File: src/rtl/utsp_params.svh
/*
  Constants of the USB token, status and transceiver control block.
  Assumes it is included by bare name from the design files.
*/
// Notes on behaviour
// - Every accepted packet stores its 4-bit identifier; read-only, resets to zero.
// - The endpoint of the last accepted token is kept read-only, reset zero.
// - A read-only valid bit beside the stored endpoint, cleared at reset.
// - 16-bit endpoint mask; marked endpoints leave on the receive port ORed with 0x10.
// - Pulldown-disable bit turns off pulldowns on both wide ports; resets zero.
// - Auto-resume on SE0 sets the reset-cause flag; software writes zero to clear.
// - Auto-resume on K sets the resume-cause flag; software writes zero to clear.
// - Linestate changes propagate after one clock more than two to the power of a 4-bit exponent.
// - With auto-resume set the suspend controller resumes; else software polls linestate.
// - Three transceiver configuration pins follow a 3-bit writable field, reset zero.
// - Only packets addressed to the stored 7-bit device address are passed on.
`ifndef UTSP_PARAMS_SVH
`define UTSP_PARAMS_SVH

// =====================================================================
// Register offsets (byte addresses).
`define UTSP_OFF_DEVADDR 8'h08
`define UTSP_OFF_PID 8'h2c
`define UTSP_OFF_EP 8'h30
`define UTSP_OFF_EPSEL 8'h34
`define UTSP_OFF_OTGMASK 8'h38
`define UTSP_OFF_PWR 8'h3c
`define UTSP_OFF_PHY 8'h40
`define UTSP_OFF_ISTAT 8'h44
`define UTSP_OFF_IMASK 8'h48

// =====================================================================
// Field positions.
`define UTSP_EP_VALID 4
`define UTSP_EP_FLAG 5'h10
`define UTSP_PWR_VALID 8
`define UTSP_PHY_PDDIS 18
`define UTSP_PHY_RSTC 13
`define UTSP_PHY_RESC 12
`define UTSP_PHY_FILT_HI 11
`define UTSP_PHY_FILT_LO 8
`define UTSP_PHY_AUTO 7
`define UTSP_PHY_CONF_HI 6
`define UTSP_PHY_CONF_LO 4

// Interrupt status bits.
`define UTSP_IRQ_TOKEN 0
`define UTSP_IRQ_SE0 1
`define UTSP_IRQ_K 2
`define UTSP_IRQ_LINE 3
`define UTSP_IRQ_W 4

// =====================================================================
// Reset values and linestate codes.
`define UTSP_RST_ZERO 32'h0000_0000
`define UTSP_LS_SE0 2'h0
`define UTSP_LS_K 2'h2

`endif

File: src/rtl/utsp_pkg.sv
/*
  Types of the USB token, status and transceiver control block.
  Assumes nothing of its surroundings.
*/
package utsp_pkg;

  // =====================================================================
  // Suspend controller states, one-hot.
  typedef enum logic [2:0] {
    UTSP_AWAKE = 3'b001,
    UTSP_SLEEP = 3'b010,
    UTSP_WOKEN = 3'b100
  } utsp_susp_t;

endpackage : utsp_pkg

File: src/rtl/utsp_linefilt.sv
/*
  Linestate filter: a change is passed on only once it has stood still.
  Assumes a synchronous linestate input and a clock enable from above.
*/
`timescale 1ns/10ps
`include "utsp_params.svh"

module utsp_linefilt #(
  parameter int W = 2,
  parameter int EXPW = 4
) (
  input wire logic clk_i,
  input wire logic rst_i,
  input wire logic ce_i,
  input wire logic [EXPW-1:0] exp_i,
  input wire logic [W-1:0] line_i,
  output logic [W-1:0] line_o
);

  localparam int CW = (1 << EXPW) + 1;

  logic [W-1:0] cand_ff;
  logic [W-1:0] out_ff;
  logic [CW-1:0] cnt_ff;
  logic [CW-1:0] limit;

  // Count of clocks a new level must stand before it passes.
  assign limit = CW'(1) << exp_i;
  assign line_o = out_ff;

  // =====================================================================
  // Any bounce restarts the wait, so glitches never reach the output.
  always_ff @(posedge clk_i) begin
    if (rst_i) begin
      cand_ff <= '0;
      out_ff <= '0;
      cnt_ff <= '0;
    end else if (ce_i) begin
      if (line_i != cand_ff) begin
        cand_ff <= line_i;
        cnt_ff <= CW'(1);
      end else if (cand_ff != out_ff) begin
        if (cnt_ff >= limit) begin
          out_ff <= cand_ff;
        end else begin
          cnt_ff <= cnt_ff + CW'(1);
        end
      end
    end
  end

endmodule : utsp_linefilt

File: src/rtl/utsp_top.sv
/*
  USB token status and transceiver control block with a Wishbone slave.
  Assumes a receive decoder that presents one-cycle packet strobes, and a
  transceiver linestate synchronous to clk_i.
*/
// The Wishbone interface to the registers was chosen for this implementation.
`timescale 1ns/10ps
`include "utsp_params.svh"

module utsp_top
  import utsp_pkg::*;
#(
  parameter int EPN = 16
) (
  input wire logic clk_i,
  input wire logic rst_i,
  input wire logic ce_i,
  // Wishbone classic slave.
  input wire logic wb_cyc_i,
  input wire logic wb_stb_i,
  input wire logic wb_we_i,
  input wire logic [7:0] wb_adr_i,
  input wire logic [3:0] wb_sel_i,
  input wire logic [31:0] wb_dat_i,
  output logic [31:0] wb_dat_o,
  output logic wb_ack_o,
  // Receive decoder side.
  input wire logic rx_pkt_i,
  input wire logic rx_token_i,
  input wire logic [3:0] rx_pid_i,
  input wire logic [6:0] rx_addr_i,
  input wire logic [3:0] rx_endp_i,
  output logic [4:0] rx_ep_o,
  output logic rx_ep_valid_o,
  // Transceiver side.
  input wire logic [1:0] linestate_i,
  input wire logic suspend_i,
  output logic [1:0] linestate_filt_o,
  output logic resume_o,
  output logic wide_port_a_pd_dis_o,
  output logic wide_port_b_pd_dis_o,
  output logic [2:0] transceiver_config_pins_o,
  output logic [31:0] otg_flag_mask_o,
  output logic [8:0] power_signal_word_o,
  output logic irq_o
);

  // =====================================================================
  // Register state.
  logic [6:0] dev_addr_ff;
  logic [3:0] pid_ff;
  logic [3:0] ep_ff;
  logic ep_valid_ff;
  logic [EPN-1:0] ep_sel_ff;
  logic [31:0] otg_mask_ff;
  logic [8:0] pwr_ff;
  logic pd_dis_ff;
  logic rst_cause_ff;
  logic res_cause_ff;
  logic [3:0] filt_exp_ff;
  logic auto_res_ff;
  logic [2:0] conf_ff;
  logic [`UTSP_IRQ_W-1:0] istat_ff;
  logic [`UTSP_IRQ_W-1:0] imask_ff;
  logic ack_ff;
  logic [31:0] rdat_ff;
  logic [4:0] rx_ep_ff;
  logic rx_ep_valid_ff;
  logic resume_ff;
  logic [1:0] line_prev_ff;
  utsp_susp_t state_ff;
  utsp_susp_t nxt_state;

  logic req;
  logic wr;
  logic [31:0] wmask;
  logic [31:0] wval;
  logic pkt_ok;
  logic tok_ok;
  logic [1:0] line_filt;
  logic wake_se0;
  logic wake_k;
  logic line_chg;
  logic [`UTSP_IRQ_W-1:0] ievt;
  logic [31:0] rd_mux;

  // =====================================================================
  // Bus decode. A new request is taken only while no ack is out, so each
  // access gets exactly one ack and one write.
  assign req = wb_cyc_i & wb_stb_i & ~ack_ff;
  assign wr = req & wb_we_i;

  // Byte enables widened to a bit mask.
  always_comb begin
    for (int i = 0; i < 4; i++) begin
      wmask[i*8 +: 8] = {8{wb_sel_i[i]}};
    end
  end

  // Merged value used by every writable register except the status word.
  always_comb begin
    wval = (rd_mux & ~wmask) | (wb_dat_i & wmask);
  end

  // =====================================================================
  // Ack: one cycle after the request is taken, dropped the next cycle.
  always_ff @(posedge clk_i) begin
    if (rst_i) begin
      ack_ff <= 1'b0;
    end else if (ce_i) begin
      ack_ff <= req;
    end
  end

  // Read data is registered together with the ack.
  always_ff @(posedge clk_i) begin
    if (rst_i) begin
      rdat_ff <= `UTSP_RST_ZERO;
    end else if (ce_i && req) begin
      rdat_ff <= rd_mux;
    end
  end

  assign wb_ack_o = ack_ff;
  assign wb_dat_o = rdat_ff;

  // =====================================================================
  // Read multiplexer; unused bits are zero and unmapped offsets read zero.
  always_comb begin
    rd_mux = `UTSP_RST_ZERO;
    unique case (wb_adr_i)
      `UTSP_OFF_DEVADDR: rd_mux[6:0] = dev_addr_ff;
      `UTSP_OFF_PID: rd_mux[3:0] = pid_ff;
      `UTSP_OFF_EP: begin
        rd_mux[3:0] = ep_ff;
        rd_mux[`UTSP_EP_VALID] = ep_valid_ff;
      end
      `UTSP_OFF_EPSEL: rd_mux[EPN-1:0] = ep_sel_ff;
      `UTSP_OFF_OTGMASK: rd_mux = otg_mask_ff;
      `UTSP_OFF_PWR: rd_mux[8:0] = pwr_ff;
      `UTSP_OFF_PHY: begin
        rd_mux[`UTSP_PHY_PDDIS] = pd_dis_ff;
        rd_mux[`UTSP_PHY_RSTC] = rst_cause_ff;
        rd_mux[`UTSP_PHY_RESC] = res_cause_ff;
        rd_mux[`UTSP_PHY_FILT_HI:`UTSP_PHY_FILT_LO] = filt_exp_ff;
        rd_mux[`UTSP_PHY_AUTO] = auto_res_ff;
        rd_mux[`UTSP_PHY_CONF_HI:`UTSP_PHY_CONF_LO] = conf_ff;
      end
      `UTSP_OFF_ISTAT: rd_mux[`UTSP_IRQ_W-1:0] = istat_ff;
      `UTSP_OFF_IMASK: rd_mux[`UTSP_IRQ_W-1:0] = imask_ff;
      default: rd_mux = `UTSP_RST_ZERO;
    endcase
  end

  // =====================================================================
  // Device address register; steers which packets are accepted.
  always_ff @(posedge clk_i) begin
    if (rst_i) begin
      dev_addr_ff <= '0;
    end else if (ce_i && wr && wb_adr_i == `UTSP_OFF_DEVADDR) begin
      dev_addr_ff <= wval[6:0];
    end
  end

  // Packets to other addresses are dropped before any capture.
  assign pkt_ok = rx_pkt_i & (rx_addr_i == dev_addr_ff);
  assign tok_ok = pkt_ok & rx_token_i;

  // =====================================================================
  // Identifier capture on every accepted packet.
  always_ff @(posedge clk_i) begin
    if (rst_i) begin
      pid_ff <= '0;
    end else if (ce_i && pkt_ok) begin
      pid_ff <= rx_pid_i;
    end
  end

  // Endpoint capture on accepted tokens; valid stays up once set.
  always_ff @(posedge clk_i) begin
    if (rst_i) begin
      ep_ff <= '0;
      ep_valid_ff <= 1'b0;
    end else if (ce_i && tok_ok) begin
      ep_ff <= rx_endp_i;
      ep_valid_ff <= 1'b1;
    end
  end

  // =====================================================================
  // Endpoint marking register.
  always_ff @(posedge clk_i) begin
    if (rst_i) begin
      ep_sel_ff <= '0;
    end else if (ce_i && wr && wb_adr_i == `UTSP_OFF_EPSEL) begin
      ep_sel_ff <= wval[EPN-1:0];
    end
  end

  // Receive port: endpoint with the mark bit ORed in for selected ones.
  always_ff @(posedge clk_i) begin
    if (rst_i) begin
      rx_ep_ff <= '0;
      rx_ep_valid_ff <= 1'b0;
    end else if (ce_i) begin
      rx_ep_valid_ff <= tok_ok;
      if (tok_ok) begin
        rx_ep_ff <= {1'b0, rx_endp_i}
          | (ep_sel_ff[rx_endp_i] ? `UTSP_EP_FLAG : 5'h00);
      end
    end
  end

  assign rx_ep_o = rx_ep_ff;
  assign rx_ep_valid_o = rx_ep_valid_ff;

  // =====================================================================
  // Plain data registers: flag mask and power signalling word.
  always_ff @(posedge clk_i) begin
    if (rst_i) begin
      otg_mask_ff <= `UTSP_RST_ZERO;
      pwr_ff <= '0;
    end else if (ce_i && wr) begin
      if (wb_adr_i == `UTSP_OFF_OTGMASK) begin
        otg_mask_ff <= wval;
      end
      if (wb_adr_i == `UTSP_OFF_PWR) begin
        pwr_ff <= wval[`UTSP_PWR_VALID:0];
      end
    end
  end

  assign otg_flag_mask_o = otg_mask_ff;
  assign power_signal_word_o = pwr_ff;

  // =====================================================================
  // Transceiver control fields written by software.
  always_ff @(posedge clk_i) begin
    if (rst_i) begin
      pd_dis_ff <= 1'b0;
      filt_exp_ff <= '0;
      auto_res_ff <= 1'b0;
      conf_ff <= '0;
    end else if (ce_i && wr && wb_adr_i == `UTSP_OFF_PHY) begin
      pd_dis_ff <= wval[`UTSP_PHY_PDDIS];
      filt_exp_ff <= wval[`UTSP_PHY_FILT_HI:`UTSP_PHY_FILT_LO];
      auto_res_ff <= wval[`UTSP_PHY_AUTO];
      conf_ff <= wval[`UTSP_PHY_CONF_HI:`UTSP_PHY_CONF_LO];
    end
  end

  assign wide_port_a_pd_dis_o = pd_dis_ff;
  assign wide_port_b_pd_dis_o = pd_dis_ff;
  assign transceiver_config_pins_o = conf_ff;

  // =====================================================================
  // Linestate filter with the programmed exponent.
  utsp_linefilt #(
    .W(2),
    .EXPW(4)
  ) u_filt (
    .clk_i(clk_i),
    .rst_i(rst_i),
    .ce_i(ce_i),
    .exp_i(filt_exp_ff),
    .line_i(linestate_i),
    .line_o(line_filt)
  );

  // Filtered linestate is what software polls without auto-resume.
  assign linestate_filt_o = line_filt;

  always_ff @(posedge clk_i) begin
    if (rst_i) begin
      line_prev_ff <= '0;
    end else if (ce_i) begin
      line_prev_ff <= line_filt;
    end
  end

  assign line_chg = line_prev_ff != line_filt;

  // =====================================================================
  // Suspend controller: watches the line only in SLEEP, which is entered only with auto-resume on.
  assign wake_se0 = (state_ff == UTSP_SLEEP) && line_filt == `UTSP_LS_SE0;
  assign wake_k = (state_ff == UTSP_SLEEP) && line_filt == `UTSP_LS_K;

  always_comb begin
    nxt_state = state_ff;
    unique case (state_ff)
      UTSP_AWAKE: begin
        if (suspend_i && auto_res_ff) begin
          nxt_state = UTSP_SLEEP;
        end
      end
      UTSP_SLEEP: begin
        if (!auto_res_ff) begin
          nxt_state = UTSP_AWAKE;
        end else if (wake_se0 || wake_k) begin
          nxt_state = UTSP_WOKEN;
        end
      end
      UTSP_WOKEN: begin
        if (!suspend_i) begin
          nxt_state = UTSP_AWAKE;
        end
      end
      default: nxt_state = UTSP_AWAKE;
    endcase
  end

  always_ff @(posedge clk_i) begin
    if (rst_i) begin
      state_ff <= UTSP_AWAKE;
      resume_ff <= 1'b0;
    end else if (ce_i) begin
      state_ff <= nxt_state;
      resume_ff <= wake_se0 | wake_k;
    end
  end

  assign resume_o = resume_ff;

  // =====================================================================
  // Cause flags: cleared by writing zero; a wake in the same cycle wins.
  always_ff @(posedge clk_i) begin
    if (rst_i) begin
      rst_cause_ff <= 1'b0;
      res_cause_ff <= 1'b0;
    end else if (ce_i) begin
      if (wake_se0) begin
        rst_cause_ff <= 1'b1;
      end else if (wr && wb_adr_i == `UTSP_OFF_PHY && wb_sel_i[1]
                   && !wb_dat_i[`UTSP_PHY_RSTC]) begin
        rst_cause_ff <= 1'b0;
      end
      if (wake_k) begin
        res_cause_ff <= 1'b1;
      end else if (wr && wb_adr_i == `UTSP_OFF_PHY && wb_sel_i[1]
                   && !wb_dat_i[`UTSP_PHY_RESC]) begin
        res_cause_ff <= 1'b0;
      end
    end
  end

  // =====================================================================
  // Interrupt events, sticky status with write-one-to-clear, and mask.
  always_comb begin
    ievt = '0;
    ievt[`UTSP_IRQ_TOKEN] = tok_ok;
    ievt[`UTSP_IRQ_SE0] = wake_se0;
    ievt[`UTSP_IRQ_K] = wake_k;
    ievt[`UTSP_IRQ_LINE] = line_chg;
  end

  // An event in the clearing cycle keeps its bit set.
  always_ff @(posedge clk_i) begin
    if (rst_i) begin
      istat_ff <= '0;
    end else if (ce_i) begin
      if (wr && wb_adr_i == `UTSP_OFF_ISTAT) begin
        istat_ff <= (istat_ff & ~(wb_dat_i[`UTSP_IRQ_W-1:0]
          & wmask[`UTSP_IRQ_W-1:0])) | ievt;
      end else begin
        istat_ff <= istat_ff | ievt;
      end
    end
  end

  always_ff @(posedge clk_i) begin
    if (rst_i) begin
      imask_ff <= '0;
    end else if (ce_i && wr && wb_adr_i == `UTSP_OFF_IMASK) begin
      imask_ff <= wval[`UTSP_IRQ_W-1:0];
    end
  end

  // Level output, high while any unmasked status bit stands.
  assign irq_o = |(istat_ff & imask_ff);

endmodule : utsp_top

File: config.mk
export PLATFORM = sky130hd
export DESIGN_NAME = utsp_top
export DESIGN_NICKNAME = d
export VERILOG_FILES = /design/src/rtl/utsp_pkg.sv /design/src/rtl/utsp_linefilt.sv /design/src/rtl/utsp_top.sv
export VERILOG_INCLUDE_DIRS = /design/src /design/src/rtl
export SDC_FILE = /design/constraint.sdc
export NUM_CORES = 1
export LEC_CHECK = 0
export BUFFER_PORTS_ARGS = -buffer_cell sky130_fd_sc_hd__buf_2
export CAP_MARGIN = 25
export CORE_MARGIN = 2
export CORE_UTILIZATION = 57
export CTS_BUF_LIST = sky130_fd_sc_hd__clkbuf_8
export CTS_CLUSTER_DIAMETER = 60
export DETAILED_ROUTE_END_ITERATION = 8
export PLACE_DENSITY = 0.8
export SLEW_MARGIN = 10
export SYNTH_ARGS = -nofsm -noshare
export SYNTH_HDL_FRONTEND = slang
export SYNTH_SLANG_ARGS = --single-unit
File: constraint.sdc
create_clock -name clk_i -period 3.86 [get_ports clk_i]
set_input_delay 0.386 -clock clk_i [delete_from_list [all_inputs] [get_ports clk_i]]
set_output_delay 0.386 -clock clk_i [all_outputs]
set_load 0.01 [all_outputs]
==> summary.log, run 1 <==
INFO  yosys          yosys.cell_types.count=74
INFO  sta            slew_viol_final=0
INFO  route          initialDrtViolationCount=758
INFO  yosys          synth.avg_cell_area=8.18um2
INFO  hold_path      worstHoldStart=rx_pid_i[3]
INFO  cells_and_area n_antenna_cell=0
INFO  place          port_buffers=158
INFO  yosys          synth_sequential_area_ratio=0.409
INFO  critical_path  arrival_time_worst_endpoint=3360ps
INFO  route          drt_first_pass_iters=5
INFO  outcome        status=complete, no violations
INFO  critical_path  critical_path.reg2reg.startpoint=filt_exp_ff[3]$_SDFFE_PP0P_
INFO  sta            grt_setup_unrepaired=false
INFO  sta            min_period=2970ps
INFO  route          route.vias.total=7638
INFO  yosys          mappedNetlistNets=1008
INFO  critical_path  cp_capture_type=flip-flop
INFO  cells_and_area layout.nets=1129
INFO  cells_and_area layout-area-overhead-vs-synth=16.2%
INFO  cts            clkSlewWorstSetupHoldPaths=90ps
INFO  cells_and_area multi_input_area=4110um2
INFO  yosys          synthDominantCellAreaShare=0.409
INFO  grt            grt_use_total=0.317
INFO  sta            finalSetupTns=0ps
INFO  sta            setup-violations-final=0
INFO  die            die_w=119um
INFO  yosys          ys_warn_count=0
INFO  critical_path  type_of_the_worst_setup_path=reg -> reg
INFO  power          irDropWorstVdd=0.223mV
INFO  yosys          postSynth.asyncResetShare=0
INFO  critical_path  cp_data_required_time=4250ps
INFO  yosys          yosysMostFrequentCell=dfxtp_1
INFO  yosys          netlist_top_cells_area=dfxtp_1 41%, nand2_1 6.6%, nand3_1 5.8%
INFO  sta            post-route-period-util=0.770
INFO  sta            skew=14.9ps
INFO  cts            cts_tree=done
INFO  power          power.static_leakage=0.00348uW
INFO  route          antenna_violation_net_count_after_detailed_routing=0
INFO  grt            grt_max_degree=70
INFO  cts            cts_resized=0
INFO  cts            cts_htree_levels=4
INFO  route          final_routed_wirelength_across_all_metal_layers=22500um
INFO  cts            cts_num_sinks=154
INFO  hold_path      hold_path_class=in -> reg
INFO  die            initial_core_utilization=0.576
INFO  sta            final_hold_vios=0
INFO  cts            worstSkewPairLatency=460ps
INFO  sta            max_freq=336MHz
INFO  grt            total_grt_overflow=0
INFO  cts            ctsLongestPathBuffers=2
INFO  cells_and_area ratio_of_cells_with_drive_above_1_in_the_final_layout=0.212
INFO  yosys          ys_dominant_reg_cell=dfxtp_1
INFO  critical_path  timing.critical_path.slowest_stage_cell=or4_1
INFO  yosys          synth_edf_count=0
INFO  cts            postCtsHoldBufs=0
INFO  yosys          flop_and_latch_count_out_of_synthesis=154
INFO  critical_path  crit_fanout=11
INFO  cts            cts.repair_timing.setup_buffer_count=0
INFO  route          drc=0
INFO  sta            tightest_slew=910ps
INFO  critical_path  worstPathCellList=nor2b_1 > nand2_1 > ha_1 > a41oi_1 > o21ai_0 > a21oi_1 > nand4_1 > or4_1 > a21oi_1
INFO  die            placeableCoreArea=13100um2
INFO  yosys          netlist_top_cells_count=154 x dfxtp_1, 132 x nand2_1, 88 x nand3_1, 81 x a21oi_1
INFO  cts            clock-root-buffer=clkbuf_8
INFO  power          power_density=356nW/um2
INFO  critical_path  nature_of_the_critical_path_startpoint=flip-flop
INFO  cells_and_area sequential_cell_area=3080um2
INFO  job            max_cap_violations=0
INFO  place          place.gp.congestion=0.963
INFO  critical_path  critPathMostFrequentCell=a21oi_1
INFO  critical_path  crit_path_start=filt_exp_ff[3]$_SDFFE_PP0P_
INFO  die            die_area=14200um2
INFO  grt            grt_pass1_wl=35700um
INFO  die            die-height=119um
INFO  cells_and_area final.fill_count=1161
INFO  route          avgRoutedWirePerCell=18.3um
INFO  sta            max-slew-margin-rel=0.387
INFO  critical_path  max_stage_delay=530ps
INFO  die            floorplan.io_pins=159
INFO  grt            number_of_antenna_violations_at_the_first_check_in_global_routing=0
INFO  grt            number_of_global_route_vias_before_repair=6903
INFO  power          fin_total_pwr=3120uW
INFO  place          hpwlAfterDp=16200um
INFO  yosys          synthesis.instances=921
INFO  route          routed_via_density=6.21
INFO  yosys          synthesis.area=7530um2
INFO  cts            numCtsBuffers=17
INFO  die            floorplan.rows=42
INFO  yosys          synth_largest_area_cell=dfxtp_1
## critical path, delay by kind of cell (launching register included)
family	cells	cell delay (ps)
flip-flops	1	490
AND/OR/NAND/NOR	4	1360
AO/OA/AOI/OAI	4	740
adder cells (fa/ha/maj)	1	310
## logic make-up after synthesis
| group | share of synthesized area |
|---|---|
| adders and majority gates | 0.0282 |
| and+or+nand+nor | 0.251 |
| AOI/OAI and AO/OA | 0.190 |
| DFF | 0.409 |
| buffers and inverters | 0.0455 |
| xor gates and xnor gates | 0.0151 |
| muxes | 0.0609 |
## path summary, 6_finish.rpt
check,slack (ps),endpoint,depth (start not counted)
max,890,u_filt.cnt_ff[13]$_SDFFE_PP0P_,9
min,160,pid_ff[3]$_SDFFE_PP0P_,3
max reg2reg,890,u_filt.cnt_ff[13]$_SDFFE_PP0P_,9
min reg2reg,450,wb_dat_o[29]$_SDFFE_PP0P_,2
## final cells by class
cell class / instances / share of cell area
Inverter: 20 / 0.00858
Multi-Input combinational cell: 683 / 0.469
Tap cell: 176 / 0.0252
Clock buffer: 18 / 0.0283
Sequential cell: 154 / 0.352
Clock inverter: 13 / 0.0174
Timing Repair Buffer: 166 / 0.0989
## power breakdown
part           internal, uW  total (uW)  switching (uW)
clock network           649        1270             617
registers              1600        1610            9.22
logic                  83.3         245             162
## stage by stage
step                      cells  hold slack (ps)  utilization  worst slack, ps  instance area, um2
after global placement     1199              437        0.638              992                8350
final                      1230              156        0.669              887                8750
after detailed placement   1199              441        0.638              948                8350
after floorplan             921              425            -             1110                7530
after global routing       1230              149        0.669              573                8750
after CTS                  1230              139        0.669              903                8750
## flip-flops by register name, indices dropped and copies added (netlist names), 3 cells and up
signal / flops
wb_dat_o: 32
ep_sel_ff: 16
imask_ff: 4
transceiver_config_pins_o: 3
dev_addr_ff: 7
u_filt.cnt_ff: 17
istat_ff: 4
ep_ff: 3
power_signal_word_o: 9
filt_exp_ff: 4
pid_ff: 4
otg_flag_mask_o: 32
state_ff: 3
## layer usage
layer / wire length [um] / up-vias / GRT usage
met3: 1840 / 81 / 0.0647
met4: 956 / 0 / 0.167
li1: - / 3597 / -
met5: 0 / - / 0
met2: 10600 / 419 / 0.505
met1: 9200 / 3541 / 0.406
## placed cells by master, fill, tap and decap left out, types with 6 or more instances in the layout
cell,synthesis,layout
a22oi_1,17,17
o21ai_1,8,8
nand3_1,88,88
ha_1,17,17
a221oi_1,7,7
and2_1,7,7
o21ai_0,54,54
nand2b_1,7,7
inv_1,20,23
or4_1,8,8
nor2b_1,7,7
mux2i_1,29,29
o22ai_1,16,16
a32oi_1,6,6
xnor2_1,7,7
dfxtp_1,154,154
a31oi_1,6,6
nand2_1,132,132
nand4_1,11,11
xor2_1,6,6
nor3_1,16,16
clkbuf_8,0,18
a21oi_1,81,81
nor2_1,54,54
buf_2,13,157
buf_4,3,8
Power figures use the tool's default switching activity.
==> run 2: changes to the inputs <==
--- a/config.mk
+++ b/config.mk
@@ -9,11 +9,11 @@
 export BUFFER_PORTS_ARGS = -buffer_cell sky130_fd_sc_hd__buf_2
 export CAP_MARGIN = 25
 export CORE_MARGIN = 2
-export CORE_UTILIZATION = 57
+export CORE_UTILIZATION = 51
 export CTS_BUF_LIST = sky130_fd_sc_hd__clkbuf_8
 export CTS_CLUSTER_DIAMETER = 60
 export DETAILED_ROUTE_END_ITERATION = 8
-export PLACE_DENSITY = 0.8
+export PLACE_DENSITY = 0.75
 export SLEW_MARGIN = 10
 export SYNTH_ARGS = -nofsm -noshare
 export SYNTH_HDL_FRONTEND = slang
==> constraint.sdc (replaced) <==
create_clock -name clk_i -period 2.7 [get_ports clk_i]
set_input_delay 0.27 -clock clk_i [delete_from_list [all_inputs] [get_ports clk_i]]
set_output_delay 0.27 -clock clk_i [all_outputs]
set_load 0.01 [all_outputs]
==> summary.log, run 2 (synthesized netlist as in run 1, its figures left out) <==
INFO  outcome        status=complete, no violations
INFO  place          placed_cells_incl_taps=1243
INFO  cells_and_area most-common-layout-cells=157 x buf_2, 150 x dfxtp_1, 132 x nand2_1
INFO  sta            hold_slack=47.6ps
INFO  cells_and_area layout-area-overhead-vs-synth=22.0%
INFO  cts            cts_tree=done
INFO  sta            tightest_slew=641ps
INFO  grt            grt_use_total=0.298
INFO  critical_path  path_depth=9
INFO  sta            min_period=2640ps
INFO  cells_and_area n_antenna_cell=0
INFO  die            placeableCoreArea=14500um2
INFO  power          power.static_leakage=0.00371uW
INFO  critical_path  crit_path_start=filt_exp_ff[3]$_SDFFE_PP0P_
INFO  cells_and_area layout.nets=1167
INFO  sta            max_freq=379MHz
INFO  hold_path      min_path_cells=3
INFO  cells_and_area ratio_of_cells_with_drive_above_1_in_the_final_layout=0.258
INFO  critical_path  arrival_time_worst_endpoint=3020ps
INFO  place          placement.cell_area=8650um2
INFO  cts            clock-root-buffer=clkbuf_8
INFO  sta            slew_viol_final=0
INFO  route          antenna_violation_net_count_after_detailed_routing=0
INFO  critical_path  worst-r2r-cell-count=9
INFO  power          power_density=498nW/um2
INFO  route          final_routed_wirelength_across_all_metal_layers=23800um
INFO  place          port_buffers=158
INFO  critical_path  timing.reg2reg.setup_slack=60ps
INFO  critical_path  worstPathCellList=buf_4 > nand4_1 > ha_4 > a211oi_2 > nand2_1 > a211o_1 > or4_4 > or3_1 > a31oi_1
INFO  critical_path  critical_path.reg2reg.startpoint=filt_exp_ff[3]$_SDFFE_PP0P_
INFO  sta            grt_setup_unrepaired=true
INFO  grt            grt_max_degree=59
INFO  sta            post-route-period-util=0.977
INFO  critical_path  type_of_the_worst_setup_path=reg -> reg
INFO  die            floorplan.rows=44
INFO  sta            max-slew-margin-rel=0.572
INFO  critical_path  count_of_buffer_and_inverter_cells_on_the_critical_path=1
INFO  cts            numCtsBuffers=17
INFO  grt            number_of_global_route_vias_before_repair=7302
INFO  grt            grt_pass1_wl=38000um
INFO  cts            clkSlewWorstSetupHoldPaths=80ps
INFO  critical_path  crit_fanout=5
INFO  power          fin_total_pwr=4570uW
INFO  cells_and_area final.fill_count=1288
INFO  cts            worstSkewPairLatency=450ps
INFO  die            die-height=126um
INFO  critical_path  cp_capture_type=flip-flop
INFO  critical_path  cp_data_required_time=3080ps
INFO  sta            setup-violations-final=0
INFO  sta            skew=8.08ps
INFO  die            die_area=15800um2
INFO  die            die_w=126um
INFO  grt            number_of_antenna_violations_at_the_first_check_in_global_routing=0
INFO  grt            total_grt_overflow=0
INFO  job            max_cap_violations=0
INFO  cts            cts_htree_levels=4
INFO  critical_path  nature_of_the_critical_path_startpoint=flip-flop
INFO  critical_path  timing.critical_path.slowest_stage_cell=or4_4
INFO  route          drc=0
INFO  cts            ctsLongestPathBuffers=2
INFO  sta            final_hold_vios=0
INFO  cells_and_area final-instance-count-excl-fill=1277
INFO  route          routed_via_density=6.01
INFO  critical_path  cp-endpoint=u_filt.cnt_ff[5]$_SDFFE_PP0P_
INFO  route          avgRoutedWirePerCell=18.7um
INFO  route          drt_first_pass_iters=5
INFO  die            initial_core_utilization=0.520
INFO  cells_and_area design_area=9190um2
INFO  route          route.vias.total=7676
INFO  critical_path  worst_r2r_endpoint=u_filt.cnt_ff[5]$_SDFFE_PP0P_
INFO  cts            cts_num_sinks=154
INFO  cells_and_area layout_commonest_cell=buf_2
INFO  critical_path  critPathTopFamily=simple AND/OR/NAND/NOR gates
INFO  route          initialDrtViolationCount=804
INFO  critical_path  max_stage_delay=520ps
INFO  hold_path      hold_path_class=in -> reg
INFO  place          place.gp.congestion=0.980
INFO  die            floorplan.io_pins=159
INFO  power          irDropWorstVdd=0.325mV
INFO  place          hpwlAfterDp=17300um
## run 2: worst min path at each step
stage | start | end | slack [ps]
4_1_cts | rx_pid_i[2] | pid_ff[2]$_SDFFE_PP0P_ | 30
3_5_place_dp | wb_dat_o[16]$_SDFFE_PP0P_ | wb_dat_o[16]$_SDFFE_PP0P_ | 440
2_1_floorplan | rx_endp_i[1] | ep_ff[1]$_SDFFE_PP0P_ | 410
3_3_place_gp | ep_valid_ff$_SDFFE_PP0P_ | ep_valid_ff$_SDFFE_PP0P_ | 430
5_1_grt | wb_dat_i[30] | otg_flag_mask_o[30]$_SDFFE_PP0P_ | 50
6_report | rx_pid_i[2] | pid_ff[2]$_SDFFE_PP0P_ | 50
## run 2: worst min-delay path, cell delays in order
cell and delay [ps]:
buf_2 80, mux2i_1 50, nor2_1 70
## run 2: layout make-up
cell class / instances / area, um2 / share of cell area
timing repair buffer: 204 / 1160 / 0.127
sequential: 154 / 3090 / 0.337
multi-input combinational: 683 / 4200 / 0.457
inverter: 20 / 75.1 / 0.00817
tap: 184 / 230 / 0.0251
clock buffer: 17 / 234 / 0.0255
clock inverter: 15 / 198 / 0.0215
## run 2: routing by layer
layer  part of all wire  up-vias  track usage  routed length (um)
met5                  0        -            0                   0
met4              0.025        0        0.105                 590
met3              0.075       46       0.0749                1780
met2               0.47      327        0.483               11200
met1               0.43     3632        0.388               10300
li1                   -     3671            -                   -
## run 2: through the flow
| step | TNS (ps) | setup WS (ps) | util |
|---|---|---|---|
| floorplan | 0 | 15.6 | - |
| global placement | -23.2 | -20.9 | 0.597 |
| detailed placement | -150 | -74.6 | 0.597 |
| CTS | 0 | 4.71 | 0.628 |
| global route | -55.3 | -28.8 | 0.635 |
| finish | 0 | 62.5 | 0.635 |
## run 2: timing repair
action                                 CTS  global route
hold buffers                             0             0
endpoints found under the hold margin    0             0
buffers inserted                         0             2
pin swaps                                0             8
resized for setup                        6            21
setup endpoints to repair                7            17
## run 2: where the power goes
group / switching [uW] / internal (uW) / total (uW)
clock network: 897 / 1010 / 1900
logic: 239 / 133 / 372
registers: 13.8 / 2280 / 2300
==> run 3: changes to the inputs <==
--- a/config.mk
+++ b/config.mk
@@ -8,7 +8,6 @@
 export LEC_CHECK = 0
 export BUFFER_PORTS_ARGS = -buffer_cell sky130_fd_sc_hd__buf_2
 export CAP_MARGIN = 25
-export CORE_MARGIN = 2
 export CORE_UTILIZATION = 51
 export CTS_BUF_LIST = sky130_fd_sc_hd__clkbuf_8
 export CTS_CLUSTER_DIAMETER = 60
==> summary.log, run 3 (synthesized netlist as in run 1, its figures left out) <==
INFO  outcome        status=complete, no violations
INFO  cells_and_area ratio_of_cells_with_drive_above_1_in_the_final_layout=0.257
INFO  die            placeableCoreArea=14500um2
INFO  sta            post-route-period-util=0.962
INFO  cells_and_area layout.nets=1171
INFO  route          routed_via_density=5.99
INFO  route          final_routed_wirelength_across_all_metal_layers=23300um
INFO  critical_path  type_of_the_worst_setup_path=reg -> reg
INFO  die            initial_core_utilization=0.520
INFO  place          place.gp.congestion=1.00
INFO  sta            max_freq=385MHz
INFO  grt            grt_max_degree=70
INFO  sta            skew=9.65ps
INFO  power          p_switching=1160uW
INFO  grt            grt_use_total=0.311
INFO  route          route.vias.total=7671
INFO  critical_path  critical_path.reg2reg.startpoint=filt_exp_ff[0]$_SDFFE_PP0P_
INFO  route          drc=0
INFO  cts            worstSkewPairLatency=470ps
INFO  route          antenna_violation_net_count_after_detailed_routing=0
INFO  die            die_area=15300um2
INFO  power          p_seq_frac=0.526
INFO  place          dp_worst_setup_slack=-72.3ps
INFO  sta            timing.final.ws_setup=103ps
INFO  grt            number_of_global_route_vias_before_repair=6897
INFO  grt            grt_pass1_wl=35900um
INFO  sta            tightest_slew=729ps
INFO  hold_path      min_path_cells=3
INFO  power          share_clk_of_total_power=0.388
INFO  critical_path  worst_r2r_endpoint=u_filt.cnt_ff[5]$_SDFFE_PP0P_
INFO  cts            cts_htree_levels=4
INFO  die            die_w=124um
INFO  critical_path  cp_data_required_time=3100ps
INFO  power          power.static_leakage=0.00369uW
INFO  route          avgRoutedWirePerCell=18.2um
INFO  sta            min_period=2600ps
INFO  cells_and_area n_antenna_cell=0
INFO  power          p_int=3200uW
INFO  critical_path  worst-r2r-cell-count=9
INFO  cells_and_area layout_commonest_cell=buf_2
INFO  power          combPwrFrac=0.086
INFO  power          fin_total_pwr=4360uW
INFO  critical_path  arrival_time_worst_endpoint=2990ps
INFO  grt            number_of_antenna_violations_at_the_first_check_in_global_routing=0
INFO  cts            cts_num_sinks=154
INFO  job            max_cap_violations=0
INFO  power          power_density=476nW/um2
INFO  cells_and_area most-common-layout-cells=157 x buf_2, 150 x dfxtp_1, 132 x nand2_1
INFO  place          port_buffers=158
INFO  cts            cts_tree=done
INFO  grt            total_grt_overflow=0
INFO  cts            ctsLongestPathBuffers=2
INFO  cts            clkSlewWorstSetupHoldPaths=80ps
INFO  sta            final_hold_vios=0
INFO  hold_path      hold_path_end=pid_ff[3]$_SDFFE_PP0P_
INFO  power          irDropWorstVdd=0.399mV
INFO  power          swShare=0.267
INFO  critical_path  timing.reg2reg.setup_slack=100ps
INFO  hold_path      worstHoldStart=rx_pid_i[3]
INFO  critical_path  worstPathCellList=buf_4 > nand4_1 > ha_4 > a211oi_2 > nand2_1 > a211o_1 > or4_4 > or3_1 > a31oi_1
INFO  sta            slew_viol_final=0
INFO  route          drt_first_pass_iters=5
INFO  hold_path      hold_path_class=in -> reg
INFO  critical_path  cp_capture_type=flip-flop
INFO  cells_and_area layout-area-overhead-vs-synth=21.6%
INFO  critical_path  nature_of_the_critical_path_startpoint=flip-flop
INFO  critical_path  crit_fanout=5
INFO  route          initialDrtViolationCount=724
INFO  die            die-height=124um
INFO  cts            numCtsBuffers=17
INFO  place          hpwlAfterDp=17100um
INFO  die            floorplan.rows=44
INFO  critical_path  max_stage_delay=510ps
INFO  sta            max-slew-margin-rel=0.509
INFO  critical_path  timing.critical_path.slowest_stage_cell=or4_4
INFO  sta            hold_slack=37.0ps
INFO  die            floorplan.io_pins=159
INFO  cts            clock-root-buffer=clkbuf_8
INFO  sta            setup-violations-final=0
## run 3: changes by cell type in the layout (fill, tap and decap cells not counted), sizes merged
cell,delta
buf,+3
clkbuf,+2
clkinv,-3
bufinv,-3
dlygate4sd3,+1
inv,+3
clkinvlp,+1
## run 3: worst max-delay path by stage
stage,startpoint,end,slack (ps),depth (start not counted)
after global routing,filt_exp_ff[0]$_SDFFE_PP0P_,u_filt.cnt_ff[5]$_SDFFE_PP0P_,-0.3,9
after floorplan,filt_exp_ff[2]$_SDFFE_PP0P_,u_filt.cnt_ff[5]$_SDFFE_PP0P_,20,10
after detailed placement,filt_exp_ff[1]$_SDFFE_PP0P_,u_filt.cnt_ff[6]$_SDFFE_PP0P_,-70,10
after CTS,filt_exp_ff[1]$_SDFFE_PP0P_,u_filt.cnt_ff[4]$_SDFFE_PP0P_,1,9
final,filt_exp_ff[0]$_SDFFE_PP0P_,u_filt.cnt_ff[5]$_SDFFE_PP0P_,100,9
after global placement,filt_exp_ff[1]$_SDFFE_PP0P_,u_filt.cnt_ff[6]$_SDFFE_PP0P_,-10,10
## run 3: stage by stage
step	instance area (um2)	cells	TNS (ps)	util
5_1_grt	9160	1281	-0.336	0.633
2_1_floorplan	7540	921	0	-
6_report	9160	1281	0	0.633
3_5_place_dp	8660	1246	-243	0.598
4_1_cts	9070	1279	0	0.626
3_3_place_gp	8660	1246	-18.2	0.598
## run 3: power groups by stage
stage	logic (uW)	clock network [uW]	registers, uW
floorplan	206	0	2350
global placement	365	0	2350
detailed placement	364	0	2350
CTS	368	1710	2300
global route	408	1820	2300
finish	376	1690	2290
## run 3: layer usage
| layer | vias to the layer above | track usage | wire length (um) |
|---|---|---|---|
| met3 | 45 | 0.0678 | 1720 |
| met4 | 0 | 0.131 | 657 |
| met1 | 3603 | 0.408 | 10200 |
| met5 | - | 0 | 0 |
| li1 | 3683 | - | - |
| met2 | 340 | 0.492 | 10700 |
## run 3: worst max-delay path, delay by kind of cell (launching register included)
family,cells,cell delay (ps)
buffers and inverters,1,150
and+or+nand+nor,4,1080
adders and majority gates,1,260
DFF,1,380
AOI/OAI and AO/OA,3,650
## run 3: repair_timing
action                     4_1_cts  5_1_grt
pin swaps                        0        8
hold endpoints to repair         2        0
resized for setup                6       23
setup endpoints to repair        8       19
buffers inserted                 0        2
hold buffers                     1        0
## run 3: area by class of cell
cell class                 instances  area (um2)
timing repair buffer             208        1180
inverter                          20        75.1
clock inverter                    13         118
clock buffer                      19         262
fill                            1313        5320
sequential                       154        3100
tap                              184         230
multi-input combinational        683        4200
